==> src/core/sram_ctl_map.svh <==
`ifndef SRAM_CTL_MAP_SVH
`define SRAM_CTL_MAP_SVH

// ****************************************
// timing figures and derived cycle counts
// ****************************************
`define CLK_PERIOD_NS         40
`define POWER_UP_WAIT_US      100
`define POWER_UP_WAIT_CYC     ((`POWER_UP_WAIT_US * 1000 + `CLK_PERIOD_NS - 1) / `CLK_PERIOD_NS)
`define ADDRESS_ACCESS_NS     12
`define READ_CYC              ((`ADDRESS_ACCESS_NS + `CLK_PERIOD_NS - 1) / `CLK_PERIOD_NS)
`define WE_PULSE_NS           12
`define WE_PULSE_CYC          ((`WE_PULSE_NS + `CLK_PERIOD_NS - 1) / `CLK_PERIOD_NS)
`define WRITE_DATA_SETUP_NS   6
`define DATA_SETUP_CYC        ((`WRITE_DATA_SETUP_NS + `CLK_PERIOD_NS - 1) / `CLK_PERIOD_NS)
`define ADDR_W                16
`define DATA_W                16
`define CNT_W                 12

`endif

==> src/core/sram_ctl_pkg.sv <==
`default_nettype none
package sram_ctl_pkg;
	typedef enum logic [4:0] {
		ST_POWER = 5'b00001,
		ST_IDLE  = 5'b00010,
		ST_READ  = 5'b00100,
		ST_SETUP = 5'b01000,
		ST_WRITE = 5'b10000
	} ctl_state_t;
endpackage
`default_nettype wire

==> src/core/sram_host_ctl.sv <==
`timescale 1ns/1ps
`default_nettype none
`include "sram_ctl_map.svh"

module sram_host_ctl
	import sram_ctl_pkg::*;
#(
	parameter int unsigned POWER_UP_WAIT_CYC = `POWER_UP_WAIT_CYC
) (
	input  wire logic                 clk_sys,
	input  wire logic                 resetn,
	input  wire logic                 req_valid,
	output logic                      req_ready,
	input  wire logic                 req_write,
	input  wire logic [`ADDR_W-1:0]   req_addr,
	input  wire logic [`DATA_W-1:0]   req_wdata,
	input  wire logic [1:0]           req_byte_en,
	output logic                      rsp_valid,
	output logic [`DATA_W-1:0]        rsp_rdata,
	output logic [`ADDR_W-1:0]        mem_addr,
	output logic                      chip_select_n,
	output logic                      write_strobe_n,
	output logic                      output_gate_n,
	output logic                      low_byte_select_n,
	output logic                      high_byte_select_n,
	input  wire logic [`DATA_W-1:0]   mem_data_in,
	output logic [`DATA_W-1:0]        mem_data_out,
	output logic                      mem_data_oe_n
);

	// ****************************************
	// reset release
	// ****************************************
	logic       rst_meta;
	logic       rst_n;

	always_ff @(posedge clk_sys or negedge resetn) begin
		if (!resetn) begin
			rst_meta <= 1'b0;
			rst_n    <= 1'b0;
		end else begin
			rst_meta <= 1'b1;
			rst_n    <= rst_meta;
		end
	end

	// ****************************************
	// sequencer
	// ****************************************
	ctl_state_t              state;
	logic [16:0]             pwr_cnt;
	logic [`CNT_W-1:0]       cnt;

	function automatic logic [`CNT_W-1:0] cyc(input int unsigned n);
		cyc = (n < 1) ? `CNT_W'(1) : `CNT_W'(n);
	endfunction

	// an empty lane mask is not a request at all
	function automatic logic is_start(input logic v, input logic [1:0] be);
		is_start = v && (be != 2'b00);
	endfunction

	assign req_ready = (state == ST_IDLE);

	always_ff @(posedge clk_sys or negedge rst_n) begin
		if (!rst_n) begin
			state   <= ST_POWER;
			pwr_cnt <= 17'h00000;
			cnt     <= 12'h000;
		end else begin
			case (state)
				ST_POWER: begin
					// first access only after the supply has settled
					if (pwr_cnt >= 17'(POWER_UP_WAIT_CYC - 1)) begin
						state <= ST_IDLE;
					end
					pwr_cnt <= pwr_cnt + 17'h00001;
				end
				ST_IDLE: begin
					if (is_start(req_valid, req_byte_en)) begin
						if (req_write) begin
							state <= ST_SETUP;
							cnt   <= 12'h000;
						end else begin
							state <= ST_READ;
							cnt   <= cyc(`READ_CYC) - 12'h001;
						end
					end
				end
				ST_READ: begin
					if (cnt == 12'h000) begin
						state <= ST_IDLE;
					end else begin
						cnt <= cnt - 12'h001;
					end
				end
				ST_SETUP: begin
					// strobe low for the sum of width and setup
					state <= ST_WRITE;
					cnt   <= cyc(`WE_PULSE_CYC + `DATA_SETUP_CYC) - 12'h001;
				end
				ST_WRITE: begin
					if (cnt == 12'h000) begin
						state <= ST_IDLE;
					end else begin
						cnt <= cnt - 12'h001;
					end
				end
				default: state <= ST_POWER;
			endcase
		end
	end

	// ****************************************
	// memory pins
	// ****************************************
	always_ff @(posedge clk_sys or negedge rst_n) begin
		if (!rst_n) begin
			mem_addr           <= 16'h0000;
			chip_select_n      <= 1'b1;
			output_gate_n      <= 1'b1;
			write_strobe_n     <= 1'b1;
			low_byte_select_n  <= 1'b1;
			high_byte_select_n <= 1'b1;
			mem_data_out       <= 16'h0000;
			mem_data_oe_n      <= 1'b1;
		end else begin
			case (state)
				ST_IDLE: begin
					if (is_start(req_valid, req_byte_en)) begin
						// address and select together, selects ahead of the strobe
						mem_addr           <= req_addr;
						chip_select_n      <= 1'b0;
						low_byte_select_n  <= ~req_byte_en[0];
						high_byte_select_n <= ~req_byte_en[1];
						output_gate_n      <= req_write;
						mem_data_out       <= req_wdata;
						mem_data_oe_n      <= ~req_write;
					end
				end
				ST_SETUP: write_strobe_n <= 1'b0;
				ST_READ: begin
					if (cnt == 12'h000) begin
						chip_select_n      <= 1'b1;
						output_gate_n      <= 1'b1;
						low_byte_select_n  <= 1'b1;
						high_byte_select_n <= 1'b1;
					end
				end
				ST_WRITE: begin
					if (cnt == 12'h000) begin
						// strobe ends the write first; others follow a cycle later
						write_strobe_n <= 1'b1;
					end
				end
				default: begin
					chip_select_n      <= 1'b1;
					output_gate_n      <= 1'b1;
					low_byte_select_n  <= 1'b1;
					high_byte_select_n <= 1'b1;
					mem_data_oe_n      <= 1'b1;
				end
			endcase
			if (state == ST_IDLE && !is_start(req_valid, req_byte_en)) begin
				chip_select_n      <= 1'b1;
				low_byte_select_n  <= 1'b1;
				high_byte_select_n <= 1'b1;
				mem_data_oe_n      <= 1'b1;
			end
		end
	end

	// ****************************************
	// read return
	// ****************************************
	always_ff @(posedge clk_sys or negedge rst_n) begin
		if (!rst_n) begin
			rsp_valid <= 1'b0;
			rsp_rdata <= 16'h0000;
		end else begin
			rsp_valid <= 1'b0;
			if (state == ST_READ && cnt == 12'h000) begin
				rsp_valid <= 1'b1;
				rsp_rdata <= mem_data_in;
			end
		end
	end
endmodule

`default_nettype wire

==> config.mk <==
export PLATFORM = sky130hd
export DESIGN_NAME = sram_host_ctl
export DESIGN_NICKNAME = d
export VERILOG_FILES = /design/src/core/sram_ctl_pkg.sv /design/src/core/sram_host_ctl.sv
export VERILOG_INCLUDE_DIRS = /design/src /design/src/core
export SDC_FILE = /design/constraint.sdc
export NUM_CORES = 1
export LEC_CHECK = 0
export BUFFER_PORTS_ARGS = -buffer_cell sky130_fd_sc_hd__buf_2
export CAP_MARGIN = 20
export CORE_MARGIN = 8
export CORE_UTILIZATION = 30
export CTS_BUF_LIST = sky130_fd_sc_hd__clkbuf_8
export CTS_CLUSTER_SIZE = 25
export DETAILED_ROUTE_END_ITERATION = 10
export PLACE_DENSITY = 0.55
export SETUP_SLACK_MARGIN = 0.15
export SLEW_MARGIN = 20
export SYNTH_ARGS = -nofsm -noshare
export SYNTH_HDL_FRONTEND = slang
export SYNTH_SLANG_ARGS = --single-unit
export TNS_END_PERCENT = 50
==> constraint.sdc <==
create_clock -name clk_sys -period 3.4 [get_ports clk_sys]
set_input_delay 0.34 -clock clk_sys [delete_from_list [all_inputs] [get_ports clk_sys]]
set_output_delay 0.34 -clock clk_sys [all_outputs]
set_load 0.01 [all_outputs]
==> run summary <==
Area after DPL: 4870 um2
Max Freq: 0.388 GHz
Wirelength, routed: 9800 um
LEAKAGE: 2.65 nW
Post-CTS setup buffers: 0
Design Area, Final: 5110 um2
Share of total power in combinational logic: 0.059
Clock-pin slew on the worst setup and hold paths: 0.09 ns
Number of global-route vias before repair: 3,117
All-Layer GR Usage: 0.111
Initial antenna violation count: 0
CTS HTree Levels: 3
DP Cell Count: 601
Synth Register Bits: 91
DRT iter0 DRCs: 179
Reg2reg start: cnt[0]
Largest net degree at the start of global routing: 78
Initial core utilization: 0.305
Via count: 2,988
Final Cycle Share: 0.758
Final Setup Violations: 0
Cell variety after synth: 54
Hold Vio Cnt, Final: 0
Mapped Nets: 379
Worst-case vdd ir drop: 0.162 mV
Via/cell ratio: 4.83
Drt first pass iters: 4
Pwr dens: 390 nW/um2
DRT antenna net count: 0
Post-synthesis cell area: 4200 um2
Total grt overflow: 0
Internal: 1.53 mW
DRC: 0
Sequential share of power: 0.560
Reg-to-Reg End: rsp_rdata[5]
Register area share after synthesis: 0.545
Worst hold path class: primary input to register
Rel. slew slack: 0.378
Clock power frac: 0.380
Root Buffer: clkbuf_8
Port Buf Inserts: 109
Hold_sp: req_byte_en[1]
Max-slew violations: 0
MaxCap Viol Count: 0
CORE AREA: 13,800 um2
Worst-Margin Slew: 0.928 ns
Mapped Avg Cell Area: 13.0 um2
Clk Latency, worst-skew pair: 0.36 ns
Ys async rst share: 1.00
Tmin final: 2.58 ns
Ys Warns: 0
Layout Skew: 0.0119 ns
Die X: 134 um
Critical Path Fanout Max: 16
Min-Delay Endpoint: high_byte_select_n
Cells after Synth: 322
Hold depth: 2
Total CTS buffers: 9
R2R Setup Slk: 0.82 ns
Setup crit end kind: register
CP Class: register to register
R2r worst-path depth: 5
Antenna cells: 0
Data arrival time of the critical path: 2.82 ns
Die height: 134 um
Boundary pin count: 110
Non-Filler Instances: 619
Placer Congestion: 0.771
Area Growth Syn to Fin: 21.8%
WP data required: 3.64 ns
Number of synthesized flops with an enable pin: 0
Die area: 18,000 um2
Primary FF master, synth: dfrtp_1
Startpoint types: register
Nets: 491
Net switching power: 462 uW
Clock tree sinks: 91
WL per Instance: 15.8 um
Sum Neg Setup Slack: 0 ns
HPWL Detailed: 7160 um
Status: finished, final reports clean
Fraction of layout cells with a size suffix above 1: 0.446
Max clock buf depth: 2
Num rows: 43
CTS tree: built
Unrepaired setup endpoints after global routing: false
Switch share: 0.232
First-pass GRT wire length: 16,300 um
==> layer usage <==
| metal | share of wire | global-route usage | wire length (um) | vias to the layer above |
|---|---|---|---|---|
| met1 | 0.46 | 0.139 | 4480 | 1474 |
| met4 | 0.025 | 0.0586 | 247 | 0 |
| met3 | 0.073 | 0.0295 | 711 | 16 |
| met5 | 0 | 0 | 0 | - |
| li1 | - | - | - | 1402 |
| met2 | 0.45 | 0.169 | 4370 | 96 |
==> cell families (layout without fill, tap and decap cells) <==
family | Yosys count | after routing | share of synthesized area
adders and majority gates | 3 | 3 | 0.00894
DFF | 91 | 91 | 0.545
buffers and inverters | 26 | 143 | 0.0429
muxes | 49 | 49 | 0.160
AOI/OAI and AO/OA | 46 | 46 | 0.0766
xor gates and xnor gates | 18 | 18 | 0.0376
other | 1 | 1 | 0.000893
and+or+nand+nor | 88 | 88 | 0.128
==> through the flow <==
step / setup WS (ns) / util / power [mW] / hold WS (ns)
after CTS: 0.797 / 0.369 / 2.03 / 0.140
after detailed placement: 0.831 / 0.353 / 1.26 / 0.132
after global placement: 0.855 / 0.353 / 1.25 / 0.128
after global routing: 0.663 / 0.371 / 2.09 / 0.146
final: 0.822 / 0.371 / 2.00 / 0.162
after floorplan: 0.690 / - / 1.19 / 0.0444
==> placed cells by master (no fill, tap or decap), drive strengths merged, types with 4 or more instances in the layout <==
master	instances
xor2	5
nor2	5
nand3	10
inv	14
nand4	9
clkbuf	10
a31oi	5
nor3	14
a211o	4
dfrtp	84
mux2	49
a22oi	5
and3	7
nand2	16
buf	114
nor4	5
o21ai	11
dfstp	7
or4	4
xnor2	13
==> state kept, by name, summed over array words and instances (netlist names), 5 cells and up <==
signal / flops
pwr_cnt: 17
mem_data_out: 16
cnt: 12
mem_addr: 16
rsp_rdata: 16
state: 5
==> synthesized netlist by cell type, drive strengths merged (2+ instances only) <==
cell | instances | area share
dfrtp | 84 | 0.50
mux2 | 49 | 0.16
nand2 | 16 | 0.014
nor3 | 14 | 0.021
xnor2 | 13 | 0.027
inv | 12 | 0.011
buf | 11 | 0.030
o21ai | 11 | 0.013
nand3 | 10 | 0.012
nand4 | 9 | 0.013
and3 | 7 | 0.010
dfstp | 7 | 0.044
a22oi | 5 | 0.0089
a31oi | 5 | 0.0075
nor2 | 5 | 0.0045
nor4 | 5 | 0.0075
xor2 | 5 | 0.010
a211o | 4 | 0.0083
or4 | 4 | 0.0072
a21oi | 3 | 0.0036
clkbuf | 3 | 0.0027
ha | 3 | 0.0089
nor3b | 3 | 0.0092
o2bb2ai | 3 | 0.0063
or4b | 3 | 0.0072
a21o | 2 | 0.0036
and2 | 2 | 0.0036
and4 | 2 | 0.0042
nand4b | 2 | 0.0042
o211ai | 2 | 0.0036
o22ai | 2 | 0.0030
o311ai | 2 | 0.0042
or3b | 2 | 0.0042
==> how the worst max path moves through the flow <==
stage	startpoint	end	depth (start not counted)
final	cnt[0]	rsp_rdata[5]	5
after global routing	cnt[6]	rsp_rdata[3]	4
after CTS	cnt[0]	rsp_rdata[3]	5
after detailed placement	cnt[0]	rsp_rdata[2]	5
after global placement	state[4]	cnt[10]	5
after floorplan	rst_n	cnt[0]	0
==> power by group through the flow <==
| stage | Clock [mW] | Combinational [mW] | Sequential (mW) |
|---|---|---|---|
| 6_report | 0.759 | 0.119 | 1.12 |
| 5_1_grt | 0.838 | 0.130 | 1.12 |
| 4_1_cts | 0.794 | 0.105 | 1.13 |
| 3_5_place_dp | 0 | 0.103 | 1.15 |
| 3_3_place_gp | 0 | 0.102 | 1.15 |
| 2_1_floorplan | 0 | 0.0297 | 1.16 |
==> final cells by class <==
cell class,instances,area [um2]
fill,1353,8660
clock buffer,10,138
sequential,91,2290
timing repair buffer,115,613
multi-input combinational,205,1730
clock inverter,6,71.3
inverter,12,45.0
tap,180,225
==> worst max-delay path, cell delays in order, from the launching register on <==
cell	delay [ns]
dfrtp_1	0.43
inv_1	0.12
ha_1	0.14
or4b_1	0.59
nor3_4	0.75
mux2_2	0.41
==> timing repair <==
| item | 4_1_cts | 5_1_grt |
|---|---|---|
| hold buffers | 1 | 0 |
| resized for setup | 0 | 0 |
| hold endpoints to repair | 2 | 0 |
Power figures use the tool's default switching activity.
